--- src/pkg/mcs_pkg.sv ---
// package: command codes, lengths, field positions and reset values of the config/security bank
package mcs_pkg;
  // command codes
  localparam logic [7:0] MCS_CMD_MIN_DUTY = 8'hEB;
  localparam logic [7:0] MCS_CMD_CLAMP = 8'hEC;
  localparam logic [7:0] MCS_CMD_ADDR_OFS = 8'hEE;
  localparam logic [7:0] MCS_CMD_DBV = 8'hEF;
  localparam logic [7:0] MCS_CMD_DEBUG = 8'hF0;
  localparam logic [7:0] MCS_CMD_PW_SETUP = 8'hF1;
  localparam logic [7:0] MCS_CMD_SUSPEND = 8'hF2;
  // transfer lengths in bytes
  localparam logic [3:0] MCS_LEN_NONE = 4'h0;
  localparam logic [3:0] MCS_LEN_BYTE = 4'h1;
  localparam logic [3:0] MCS_LEN_WORD = 4'h2;
  localparam logic [3:0] MCS_LEN_DBV = 4'h6;
  localparam logic [3:0] MCS_LEN_DEBUG = 4'h8;
  localparam logic [3:0] MCS_LEN_PW_SETUP = 4'hC;
  localparam logic [3:0] MCS_LEN_SUSPEND = 4'h6;
  // minimum duty word
  localparam int MCS_DUTY_POS = 8;
  localparam int MCS_DEAD_POS = 0;
  // clamp word
  localparam int MCS_CLAMP_MODE_POS = 15;
  localparam int MCS_CLAMP_DELAY_POS = 8;
  localparam int MCS_CLAMP_DELAY_W = 7;
  localparam int MCS_CLAMP_WIDTH_POS = 0;
  localparam logic MCS_CLAMP_MODE_1X_INV = 1'b0;
  // dynamic bus voltage block
  localparam int MCS_DBV_MID_HIGH_POS = 40;
  localparam int MCS_DBV_HIGH_MID_POS = 32;
  localparam int MCS_DBV_VMID_POS = 24;
  localparam int MCS_DBV_LOW_MID_POS = 16;
  localparam int MCS_DBV_MID_LOW_POS = 8;
  localparam int MCS_DBV_VLOW_POS = 0;
  // password block
  localparam int MCS_PW_CUR_POS = 48;
  localparam int MCS_PW_W = 48;
  // reset values
  localparam logic [15:0] MCS_MIN_DUTY_RST = 16'h0000;
  localparam logic [7:0] MCS_ADDR_OFS_RST = 8'h00;
  localparam logic [47:0] MCS_DBV_RST = 48'h0000_0000_0000;
  localparam logic [63:0] MCS_DEBUG_RST = 64'h0000_0000_0000_0000;
  localparam logic [47:0] MCS_PW_RST = 48'h3030_3030_3030;
  // password setup read answers
  localparam logic [95:0] MCS_PW_READ_OFF = 96'h0;
  localparam logic [95:0] MCS_PW_READ_ON = 96'h1;
  localparam logic [95:0] MCS_PW_READ_LOCKED = 96'h2;
  localparam logic [1:0] MCS_PW_TRIES = 2'h3;
endpackage

--- src/core/mcs_config_bank.sv ---
// manufacturer configuration and security command bank
//
// Notes on behaviour
// the minimum duty word holds min duty in ns in its upper byte and min dead time in ns below.
// the clamp word holds a 7-bit pulse delay in units of 4 ns in bits 14:8.
// the clamp word holds an 8-bit pulse width in units of 4 ns in its low byte.
// clamp mode 0 runs 1x frequency with B inverted to A, mode 1 runs 2x on A only.
// the clamp command is read only and a write to it is refused.
// with the second strap used for sync, the address is the first strap address plus n.
// the bus voltage block holds mid-to-high and high-to-mid current thresholds on top.
// below them sit mid voltage, low-to-mid, mid-to-low thresholds and low voltage.
// the debug buffer is an 8-byte block that can be written and read back.
// a password setup write carries the current then the new 6-byte ASCII password.
// security turns on once a valid new password is accepted.
// a setup read gives zero while security is off and a distinct value when locked out.
// the current password written to the suspend command lifts protection until reset.
// the suspend command is refused while security is off.
// while security holds, commands whose mask bit is set are write protected; here the setup and suspend commands never are.
// a setup write with the wrong current password changes nothing; here each one still counts toward the lock-out.
`timescale 1ns/1ps
module mcs_config_bank
  import mcs_pkg::*;
#(
  parameter logic [1:0] PW_TRIES = MCS_PW_TRIES
)
(
  input wire logic clk,
  input wire logic rst,
  input wire logic ce,
  input wire logic [7:0] cmdCode,
  input wire logic wrStrobe,
  input wire logic [3:0] wrCount,
  input wire logic [95:0] wrData,
  input wire logic rdStrobe,
  input wire logic [15:0] clampCfg,
  input wire logic [255:0] protectMask,
  input wire logic debugCapture,
  input wire logic [63:0] debugIn,
  input wire logic [6:0] strapFirstAddrPin,
  input wire logic strapSecondSyncPin,
  output logic cmdAck,
  output logic cmdNack,
  output logic rdValid,
  output logic [95:0] rdData,
  output logic [3:0] rdCount,
  output logic cmdProtected,
  output logic [7:0] minDutyNs,
  output logic [7:0] minDeadNs,
  output logic [6:0] clampDelay,
  output logic [7:0] clampWidth,
  output logic clampDoubleFreq,
  output logic clampBEnable,
  output logic clampBInvert,
  output logic [6:0] busAddress,
  output logic [7:0] dbvMidToHigh,
  output logic [7:0] dbvHighToMid,
  output logic [7:0] dbvVoltMid,
  output logic [7:0] dbvLowToMid,
  output logic [7:0] dbvMidToLow,
  output logic [7:0] dbvVoltLow,
  output logic [63:0] debugBuffer,
  output logic securityOn,
  output logic securitySuspended,
  output logic passwordLocked
);
  // transfer length of each command in this bank, zero when the code is not ours
  function automatic logic [3:0] cmdLength(input logic [7:0] code);
    unique case (code)
      MCS_CMD_MIN_DUTY: cmdLength = MCS_LEN_WORD;
      MCS_CMD_CLAMP: cmdLength = MCS_LEN_WORD;
      MCS_CMD_ADDR_OFS: cmdLength = MCS_LEN_BYTE;
      MCS_CMD_DBV: cmdLength = MCS_LEN_DBV;
      MCS_CMD_DEBUG: cmdLength = MCS_LEN_DEBUG;
      MCS_CMD_PW_SETUP: cmdLength = MCS_LEN_PW_SETUP;
      MCS_CMD_SUSPEND: cmdLength = MCS_LEN_SUSPEND;
      default: cmdLength = MCS_LEN_NONE;
    endcase
  endfunction

  // register state
  logic [15:0] minDuty_r;
  logic [15:0] minDuty_nxt;
  logic [7:0] addrOfs_r;
  logic [7:0] addrOfs_nxt;
  logic [47:0] dbv_r;
  logic [47:0] dbv_nxt;
  logic [63:0] debug_r;
  logic [63:0] debug_nxt;
  logic ack_r;
  logic ack_nxt;
  logic nack_r;
  logic nack_nxt;
  logic rdValid_r;
  logic [95:0] rdData_r;
  logic [95:0] rdData_nxt;
  logic [3:0] rdCount_r;
  logic [3:0] rdCount_nxt;
  logic [6:0] busAddr_r;

  // strap pins are asynchronous, two stages before use
  logic [6:0] strapAddrMeta_r;
  logic [6:0] strapAddrSync_r;
  logic strapSyncMeta_r;
  logic strapSyncSync_r;

  // security core
  logic secOn;
  logic secSusp;
  logic pwLock;
  logic setupOk;
  logic suspendOk;

  // decode
  wire logic [3:0] expLen = cmdLength(cmdCode);
  wire logic isOurs = expLen != MCS_LEN_NONE;
  wire logic lenOk = wrCount == expLen;
  wire logic isSetup = cmdCode == MCS_CMD_PW_SETUP;
  wire logic isSuspend = cmdCode == MCS_CMD_SUSPEND;
  wire logic isClamp = cmdCode == MCS_CMD_CLAMP;
  // the password commands stay reachable so that security can still be lifted
  wire logic maskHit = protectMask[cmdCode] && !isSetup && !isSuspend;
  assign cmdProtected = secOn && !secSusp && maskHit;
  wire logic wrTake = wrStrobe && isOurs && lenOk && !cmdProtected && !isClamp;
  wire logic setupWr = wrTake && isSetup;
  wire logic suspendWr = wrTake && isSuspend;
  wire logic secRefuse = (isSetup && !setupOk) || (isSuspend && !suspendOk);
  wire logic wrStore = wrTake && !isSetup && !isSuspend;

  mcs_security #(
    .TRIES(PW_TRIES)
  ) u_security (
    .clk(clk),
    .rst(rst),
    .ce(ce),
    .setupWr(setupWr),
    .suspendWr(suspendWr),
    .wrData(wrData),
    .secOn(secOn),
    .secSuspended(secSusp),
    .pwLocked(pwLock),
    .setupOk(setupOk),
    .suspendOk(suspendOk)
  );

  // register writes
  assign minDuty_nxt = (wrStore && cmdCode == MCS_CMD_MIN_DUTY) ? wrData[15:0] : minDuty_r;
  assign addrOfs_nxt = (wrStore && cmdCode == MCS_CMD_ADDR_OFS) ? wrData[7:0] : addrOfs_r;
  assign dbv_nxt = (wrStore && cmdCode == MCS_CMD_DBV) ? wrData[47:0] : dbv_r;
  wire logic debugWr = wrStore && cmdCode == MCS_CMD_DEBUG;
  // a host write wins over a capture in the same cycle so the host sees what it wrote
  assign debug_nxt = debugWr ? wrData[63:0] : (debugCapture ? debugIn : debug_r);

  // answer to a write: one pulse in the cycle after the strobe
  assign ack_nxt = wrTake && !secRefuse;
  assign nack_nxt = wrStrobe && isOurs && !(wrTake && !secRefuse);

  // password setup read value
  wire logic [95:0] pwRead = pwLock ? MCS_PW_READ_LOCKED :
    (secOn ? MCS_PW_READ_ON : MCS_PW_READ_OFF);

  // read mux, suspend command reads as zero so the password never leaves the block
  always_comb
  begin
    rdData_nxt = 96'h0;
    unique case (cmdCode)
      MCS_CMD_MIN_DUTY: rdData_nxt[15:0] = minDuty_r;
      MCS_CMD_CLAMP: rdData_nxt[15:0] = clampCfg;
      MCS_CMD_ADDR_OFS: rdData_nxt[7:0] = addrOfs_r;
      MCS_CMD_DBV: rdData_nxt[47:0] = dbv_r;
      MCS_CMD_DEBUG: rdData_nxt[63:0] = debug_r;
      MCS_CMD_PW_SETUP: rdData_nxt = pwRead;
      default: rdData_nxt = 96'h0;
    endcase
  end
  assign rdCount_nxt = expLen;

  // address: strap address, plus offset when the second strap serves as sync
  wire logic [7:0] addrSum = {1'b0, strapAddrSync_r} + addrOfs_r;
  wire logic [6:0] busAddr_nxt = strapSyncSync_r ? addrSum[6:0] : strapAddrSync_r;

  always_ff @(posedge clk)
  begin
    if (rst)
    begin
      strapAddrMeta_r <= 7'h00;
      strapAddrSync_r <= 7'h00;
      strapSyncMeta_r <= 1'b0;
      strapSyncSync_r <= 1'b0;
    end
    else if (ce)
    begin
      strapAddrMeta_r <= strapFirstAddrPin;
      strapAddrSync_r <= strapAddrMeta_r;
      strapSyncMeta_r <= strapSecondSyncPin;
      strapSyncSync_r <= strapSyncMeta_r;
    end
  end

  always_ff @(posedge clk)
  begin
    if (rst)
    begin
      minDuty_r <= MCS_MIN_DUTY_RST;
      addrOfs_r <= MCS_ADDR_OFS_RST;
      dbv_r <= MCS_DBV_RST;
      debug_r <= MCS_DEBUG_RST;
      busAddr_r <= 7'h00;
    end
    else if (ce)
    begin
      minDuty_r <= minDuty_nxt;
      addrOfs_r <= addrOfs_nxt;
      dbv_r <= dbv_nxt;
      debug_r <= debug_nxt;
      busAddr_r <= busAddr_nxt;
    end
  end

  always_ff @(posedge clk)
  begin
    if (rst)
    begin
      ack_r <= 1'b0;
      nack_r <= 1'b0;
      rdValid_r <= 1'b0;
      rdData_r <= 96'h0;
      rdCount_r <= MCS_LEN_NONE;
    end
    else if (ce)
    begin
      ack_r <= ack_nxt;
      nack_r <= nack_nxt;
      rdValid_r <= rdStrobe && isOurs && !isSuspend;
      if (rdStrobe && isOurs)
      begin
        rdData_r <= rdData_nxt;
        rdCount_r <= rdCount_nxt;
      end
    end
  end

  // field outputs
  assign minDutyNs = minDuty_r[MCS_DUTY_POS +: 8];
  assign minDeadNs = minDuty_r[MCS_DEAD_POS +: 8];
  assign clampDelay = clampCfg[MCS_CLAMP_DELAY_POS +: MCS_CLAMP_DELAY_W];
  assign clampWidth = clampCfg[MCS_CLAMP_WIDTH_POS +: 8];
  // mode 0: both outputs at 1x, B in antiphase; mode 1: A alone at twice the rate
  wire logic clampMode1x = clampCfg[MCS_CLAMP_MODE_POS] == MCS_CLAMP_MODE_1X_INV;
  assign clampDoubleFreq = !clampMode1x;
  assign clampBEnable = clampMode1x;
  assign clampBInvert = clampMode1x;
  assign busAddress = busAddr_r;
  assign dbvMidToHigh = dbv_r[MCS_DBV_MID_HIGH_POS +: 8];
  assign dbvHighToMid = dbv_r[MCS_DBV_HIGH_MID_POS +: 8];
  assign dbvVoltMid = dbv_r[MCS_DBV_VMID_POS +: 8];
  assign dbvLowToMid = dbv_r[MCS_DBV_LOW_MID_POS +: 8];
  assign dbvMidToLow = dbv_r[MCS_DBV_MID_LOW_POS +: 8];
  assign dbvVoltLow = dbv_r[MCS_DBV_VLOW_POS +: 8];
  assign debugBuffer = debug_r;
  assign securityOn = secOn;
  assign securitySuspended = secSusp;
  assign passwordLocked = pwLock;
  assign cmdAck = ack_r;
  assign cmdNack = nack_r;
  assign rdValid = rdValid_r;
  assign rdData = rdData_r;
  assign rdCount = rdCount_r;
endmodule

--- src/core/mcs_security.sv ---
// password store, security state, lock-out and one-time suspend
`timescale 1ns/1ps
module mcs_security
  import mcs_pkg::*;
#(
  parameter logic [1:0] TRIES = MCS_PW_TRIES
)
(
  input wire logic clk,
  input wire logic rst,
  input wire logic ce,
  input wire logic setupWr,
  input wire logic suspendWr,
  input wire logic [95:0] wrData,
  output logic secOn,
  output logic secSuspended,
  output logic pwLocked,
  output logic setupOk,
  output logic suspendOk
);
  logic [47:0] pw_r;
  logic [47:0] pw_nxt;
  logic secOn_r;
  logic secOn_nxt;
  logic susp_r;
  logic susp_nxt;
  logic [1:0] fails_r;
  logic [1:0] fails_nxt;
  logic lock_r;
  logic lock_nxt;

  wire logic [47:0] curGiven = wrData[MCS_PW_CUR_POS +: MCS_PW_W];
  wire logic [47:0] newGiven = wrData[MCS_PW_W-1:0];
  wire logic setupMatch = curGiven == pw_r;
  wire logic suspendMatch = newGiven == pw_r;
  // a locked setup refuses everything until reset, so guessing cannot continue
  assign setupOk = !lock_r && setupMatch;
  assign suspendOk = secOn_r && suspendMatch;
  wire logic setupBad = setupWr && !lock_r && !setupMatch;
  wire logic [1:0] failsInc = fails_r + 2'h1;

  assign pw_nxt = (setupWr && setupOk) ? newGiven : pw_r;
  assign secOn_nxt = secOn_r || (setupWr && setupOk);
  assign susp_nxt = susp_r || (suspendWr && suspendOk);
  assign fails_nxt = setupBad ? failsInc : fails_r;
  assign lock_nxt = lock_r || (setupBad && failsInc >= TRIES);

  always_ff @(posedge clk)
  begin
    if (rst)
    begin
      pw_r <= MCS_PW_RST;
      secOn_r <= 1'b0;
      susp_r <= 1'b0;
      fails_r <= 2'h0;
      lock_r <= 1'b0;
    end
    else if (ce)
    begin
      pw_r <= pw_nxt;
      secOn_r <= secOn_nxt;
      susp_r <= susp_nxt;
      fails_r <= fails_nxt;
      lock_r <= lock_nxt;
    end
  end

  assign secOn = secOn_r;
  assign secSuspended = susp_r;
  assign pwLocked = lock_r;
endmodule

--- config.mk ---
export PLATFORM = sky130hd
export DESIGN_NAME = mcs_config_bank
export DESIGN_NICKNAME = d
export VERILOG_FILES = /design/src/pkg/mcs_pkg.sv /design/src/core/mcs_config_bank.sv /design/src/core/mcs_security.sv
export SDC_FILE = /design/constraint.sdc
export NUM_CORES = 1
export LEC_CHECK = 0
export BUFFER_PORTS_ARGS = -buffer_cell sky130_fd_sc_hd__buf_2
export CAP_MARGIN = 20
export CORE_AREA = 8 8 276 278
export CTS_BUF_LIST = sky130_fd_sc_hd__clkbuf_8
export DETAILED_ROUTE_END_ITERATION = 7
export DIE_AREA = 0 0 284 286
export PLACE_DENSITY = 0.54
export SLEW_MARGIN = 20
export SYNTH_ARGS = -nofsm -noshare
export SYNTH_HDL_FRONTEND = slang
export SYNTH_SLANG_ARGS = --single-unit
--- constraint.sdc ---
create_clock -name clk -period 2.6 [get_ports clk]
set_input_delay 0.26 -clock clk [delete_from_list [all_inputs] [get_ports clk]]
set_output_delay 0.26 -clock clk [all_outputs]
set_load 0.05 [all_outputs]
**Word level (Yosys, flattened, before mapping)**

Index checks and enable logic that the tools add are counted.

- $add $sub $neg: 2
- Order comparisons: 2
- Equality and inequality tests: 10
- Mux-type cells: 12
- Bitwise operators: 1
- Reduce and logical (&&, ||, !) cells: 55

Operators with widths:

| kind | number |
|---|---|
| 2-to-1 mux 64 bit | 2 |
| == test 48 bit | 2 |
| one-hot mux 32 bit (3 select lines) | 1 |
| == test 8 bit, second input constant | 7 |
| one-hot mux 8 bit (6 select lines) | 1 |
| one-hot mux 8 bit (5 select lines) | 1 |
| one-hot mux 16 bit (2 select lines) | 1 |
| logical AND 1 bit | 29 |
| one-hot mux 4 bit (5 select lines) | 1 |
| AND reduction 2 bit | 7 |
| logical NOT 1 bit | 11 |
| less-than comparator 8 x 9 -> 1 bit, second input constant | 1 |
| binary-select mux 1 bit (select 8 bit) | 1 |
| adder 7 bit | 1 |
| 2-to-1 mux 7 bit | 1 |
| == test 4 bit | 1 |
| logical OR 1 bit | 4 |
| nonzero test 4 bit | 1 |
| OR reduction 2 bit | 2 |
| adder 2 x 1 -> 2 bit, second input constant | 1 |
| greater-or-equal comparator 2 bit, second input constant | 1 |
| 2-to-1 mux 1 bit | 2 |
| 2-to-1 mux 2 bit | 1 |
| nonzero test 2 bit | 1 |
| NOT 1 bit | 1 |

- Bits in registers: 315
- Logic and storage cells: 101

**Logic depth before layout (Yosys ltp)**

- Word-level depth: 13
- Mapped depth: 13
- Mapped depth without buffers: 10

**Hierarchy**

From an unflattened synthesis, not the netlist that was laid out.

- Cells, all modules: 1993
- Area total of the unflattened synthesis: 16955.0 sq um

Modules (own cells, without submodules):

| module | instances | cells each | area an instance (sq um) |
|---|---|---|---|
| mcs_config_bank | 1 | 1588 | 13523.0 |
| mcs_security | 1 | 405 | 3432.0 |

**Worst setup path after synthesis**

Ideal clock, no wire load.

- Kind: input port to output port
- Start: input port cmdCode[1]
- End: output port cmdProtected
- Arrival: 3509 ps
- Slack: -1169 ps
- Stages on the path: 12
- Path buffers: 6
- Cells stage by stage: buf_4 buf_4 buf_4 buf_2 buf_2 buf_1 mux2i_1 a2111oi_0 o21ai_0 nand4_1 a211oi_1 o31ai_1

- Cells in the longest elaborated chain, start to end: 5

RTL lines:

| what | RTL line | source |
|---|---|---|
| start, declared | mcs_config_bank.sv:30 | `input wire logic [7:0] cmdCode,` |
| binary-select mux 1 bit (select 8 bit) / == test 8 bit (equally long branches) | mcs_config_bank.sv:121, mcs_config_bank.sv:117 |  |
| 2-to-1 mux 1 bit (implied by the code) / logical NOT 1 bit (equally long branches) | mcs_config_bank.sv:121 | `wire logic maskHit = protectMask[cmdCode] && !isSetup && !isSuspend;` |
| logical AND 1 bit | mcs_config_bank.sv:121 |  |
| logical AND 1 bit * | mcs_config_bank.sv:121 |  |
| logical AND 1 bit * | mcs_config_bank.sv:122 | `assign cmdProtected = secOn && !secSusp && maskHit;` |
| end, declared | mcs_config_bank.sv:46 | `output logic cmdProtected,` |

Every way passes the cells marked *; elsewhere a longest branch is shown, timed or not. The select of a mux whose other input is x is not followed.

**Worst setup path in the final report**

- Start: register u_security.secOn_r, in the netlist u_security.secOn
- End: output port cmdProtected

- Cells in the longest elaborated chain, start to end: 2

RTL lines:

| what | RTL line | source |
|---|---|---|
| start, declared | mcs_security.sv:23 | `logic secOn_r;` |
| start signal, assigned | mcs_security.sv:61 | `secOn_r <= secOn_nxt;` |
| logical AND 1 bit (2 in a row) | mcs_config_bank.sv:122 |  |

Every way passes these cells.

==> flow_summary.toml <==
[place]
place.port_buffers = 685
placement.setup.worst_slack_ns = -0.601
post-dp-hpwl_um = 70900
gp_congestion = 0.878
detailed_place.area_um2 = 21500
dpl.cell_count = 3418

[sta]
timing_worst_slew_pin_value_ns = 0.602
fin_skew_ns = 0.0235
period_needed_ns = 2.85
worst_setup_slack_after_layout_ns = -0.247
max_freq_ghz = 0.351
setup_viol_count_final = 65
final_hold_viols = 0
grt_setup_unrepaired = "yes"
fin_crit_sh_pct = 110
setup_tns_ns = -8.64
drv_slew = 0
slew-limit-headroom_pct = 59.5

[route]
wl_per_cell_um = 24.8
via_count = 18364
finalWirelength_um = 91700
ant_nets = 0
drt_drc_violations_left = 0
drt_pre_antenna_iters = 7
vias_per_cell = 4.97
detail_route.iter0.violations = 1205

[critical_path]
setup.worst_path.class = "reg2out"
timing.critical_path.required_ns = 2.34
critical-path-top-cell-by-count = "buf_6"
path_buf_inv = 3
startpoint_type = "flop"
critical_path_peak_fanout = 3
crit_chain = "inv_4, a311oi_2, nand2_1, a211o_1, or4_4, buf_6, o31ai_4, buf_6"
timing.critical_path.slowest_cell_delay_ns = 0.56
regToRegStartpoint = "u_security.secOn"
rrSetupSlack_ns = -0.19
endpoint_kind = "output pin"
r2r-end = "debugBuffer[51]"
worst_path_slowest_cell = "or4_4"
critPathArrivalTime_ns = 2.59
worstRegToRegCells = 13
cpLargestDelayFamily = "simple AND/OR/NAND/NOR gates"

[synth]
syn_area_per_cell_um2 = 8.99
synth_enable_flop_cells = 0
syn-cell-area_um2 = 15800
ys.flop_type = "dfxtp_1"
synth_cell_type_count = 86
post_synth_most_frequent_cells = "283 x dfxtp_1, 171 x a21oi_1, 163 x nand3_1"
synth.top_cells.by_area = "dfxtp_1 36%, mux4_2 6.4%, mux2i_1 6.4%, a21oi_1 5.4%, nand3_1 5.2%"
synth.yosys.seq_area_share_pct = 35.9
synth-seq-cells = 283
synthArstFlopShare_pct = 0
fraction_of_synthesized_cell_area_taken_by_the_top_area_cell_type_pct = 35.9
most_common_cell_in_the_synthesized_netlist = "dfxtp_1"
synth-warning-count = 0
post_synth_top_area_cell = "dfxtp_1"
post_synth_inst_count = 1756

[floorplan]
floorplan.die.height_um = 286
effective_utilization_at_floorplan_pct = 21.9
num_io_pins = 718
placementRows = 99
design.die.area_um2 = 81200
floorplan.die.width_um = 284
coreArea_um2 = 72100

[clock_network]
cts.sink_count = 283
cts-root-buf = "clkbuf_8"
tritoncts_clock_tree = "done"
cts.path.max_buffers = 3
worst_skew_pair_latency_ns = 0.64
cts-htree-levels = 2
clk_pin_slew_ns = 0.07
cts_made_buffers = 53

[power]
netSwitchingPower_mw = 3.43
vdd_drop_max_v = 0.000278
power_switching_share_pct = 29.9
static-leakage-power_nw = 10.6
power.combinational.fraction_pct = 19.2
p_int_mw = 8.03
clock_power_share_pct = 41.8
power_per_cell_area_nw_per_um2 = 462
power.sequential.fraction_pct = 39.0

[outcome]
violations = "setup timing"
run_status = "finished with violations"

[flow_run]
max_cap_violations = 0

[worst_hold_path]
hold_path_end = "debugBuffer[8]"
hold_sp = "debugIn[8]"
worst_hold_path_type = "in2reg"
hold_path_depth = 4

[global_route]
gr_util_all_layers_pct = 21.0
gr-total-overflow = 0
grt_first_pass_wirelength_um = 129000
grt_max_degree = 80
grt_antenna_before_repair = 17
grt_pass1_vias = 18740

[layout]
nNetsFinal = 3147
final_instance_area_um2 = 24800
layoutNonFillerInstCount = 3694
layout-drive-gt1-share_pct = 41.2
final_core_occ_pct = 34.4
fillCellCount = 7517
flow.area_growth_from_synthesis_pct = 57.3
[per-layer routing]
metal | vias up | wire length [um] | track usage, %
li1 | 8420 | - | -
met1 | 8819 | 34300 | 23.3
met2 | 947 | 47100 | 38.8
met3 | 174 | 6950 | 5.26
met4 | 4 | 3400 | 7.50
met5 | - | 27 | 0
[cells in the final DEF, fill, tap and decap left out, types with 43 or more instances in the layout]
cell type      count
a21oi_1          168
a221o_1           67
buf_2            680
buf_4            166
clkbuf_8          68
dfxtp_1          273
dlygate4sd3_1    130
mux2i_1          100
mux4_2            45
nand2_1           79
nand3_1          162
nor2_1           120
nor3_1            43
o21ai_0           74
xnor2_1           84
[layout make-up]
type	count	area (um^2)	share of cell area (%)
Multi-Input combinational cell	1266	9260	37.3
Timing Repair Buffer	1050	7390	29.8
Sequential cell	283	5680	22.9
Tap cell	959	1200	4.83
Clock buffer	68	936	3.77
Clock inverter	29	221	0.892
Inverter	27	104	0.418
Antenna cell	12	30.0	0.121
[worst reg2reg max path: cells and delay by family (launching register included)]
kind	cells	cell delay [ns]
buffers and inverters	7	0.86
AOI/OAI and AO/OA	4	0.85
and+or+nand+nor	2	0.66
DFF	1	0.37
[power groups by stage]
stage	logic [mW]	registers, mW	clock network, mW
6_report	2.20	4.47	4.79
5_1_grt	2.32	4.48	5.12
3_5_place_dp	1.91	4.57	0
4_1_cts	2.16	4.47	4.93
3_3_place_gp	1.91	4.57	0
2_1_floorplan	0.870	4.75	0
[how the worst max path moves through the flow]
stage | cells after the start | slack [ns] | from | to
after floorplan | 10 | -0.18 | cmdCode[0] | debugBuffer[59]
after global placement | 10 | -0.58 | cmdCode[0] | debugBuffer[32]
after detailed placement | 13 | -0.60 | cmdCode[0] | addrOfs_r[1]
after CTS | 8 | -0.41 | u_security.secOn | cmdProtected
after global routing | 8 | -0.35 | u_security.secOn | cmdProtected
final | 8 | -0.25 | u_security.secOn | cmdProtected
[kinds of logic after synthesis]
family / Yosys count / share of synthesized area, %
multiplexers: 157 / 13.9
buffers and inverters: 238 / 7.83
AO/OA/AOI/OAI: 473 / 20.9
other: 1 / 0.0238
XOR/XNOR: 92 / 5.11
adder cells (fa/ha/maj): 8 / 0.682
flip-flops: 283 / 35.9
AND/OR/NAND/NOR: 504 / 15.7
[sequential cells by signal (all words and copies together) (netlist names), 2 cells and up]
register,flops
addrOfs_r,8
busAddress,7
dbv_r,48
debugBuffer,64
minDuty_r,16
rdCount,4
rdData,64
strapAddrMeta_r,7
strapAddrSync_r,7
u_security.fails_r,2
u_security.pw_r,48
[timing repair]
item | in CTS | in global routing
gates cloned | 7 | 6
pin swaps | 15 | 24
setup buffers | 10 | 16
setup endpoints to repair | 99 | 176
gates resized for setup | 33 | 59
endpoints found under the hold margin | 172 | 0
hold buffers | 130 | 0
[metrics by stage]
stage,hold slack [ns],power (mW)
after global placement,0.435,6.48
after CTS,0.000161,11.6
after floorplan,0.388,5.62
after detailed placement,0.441,6.48
final,0.0595,11.5
after global routing,0.0247,11.9
Note: power is estimated with default switching activity, not from simulation.
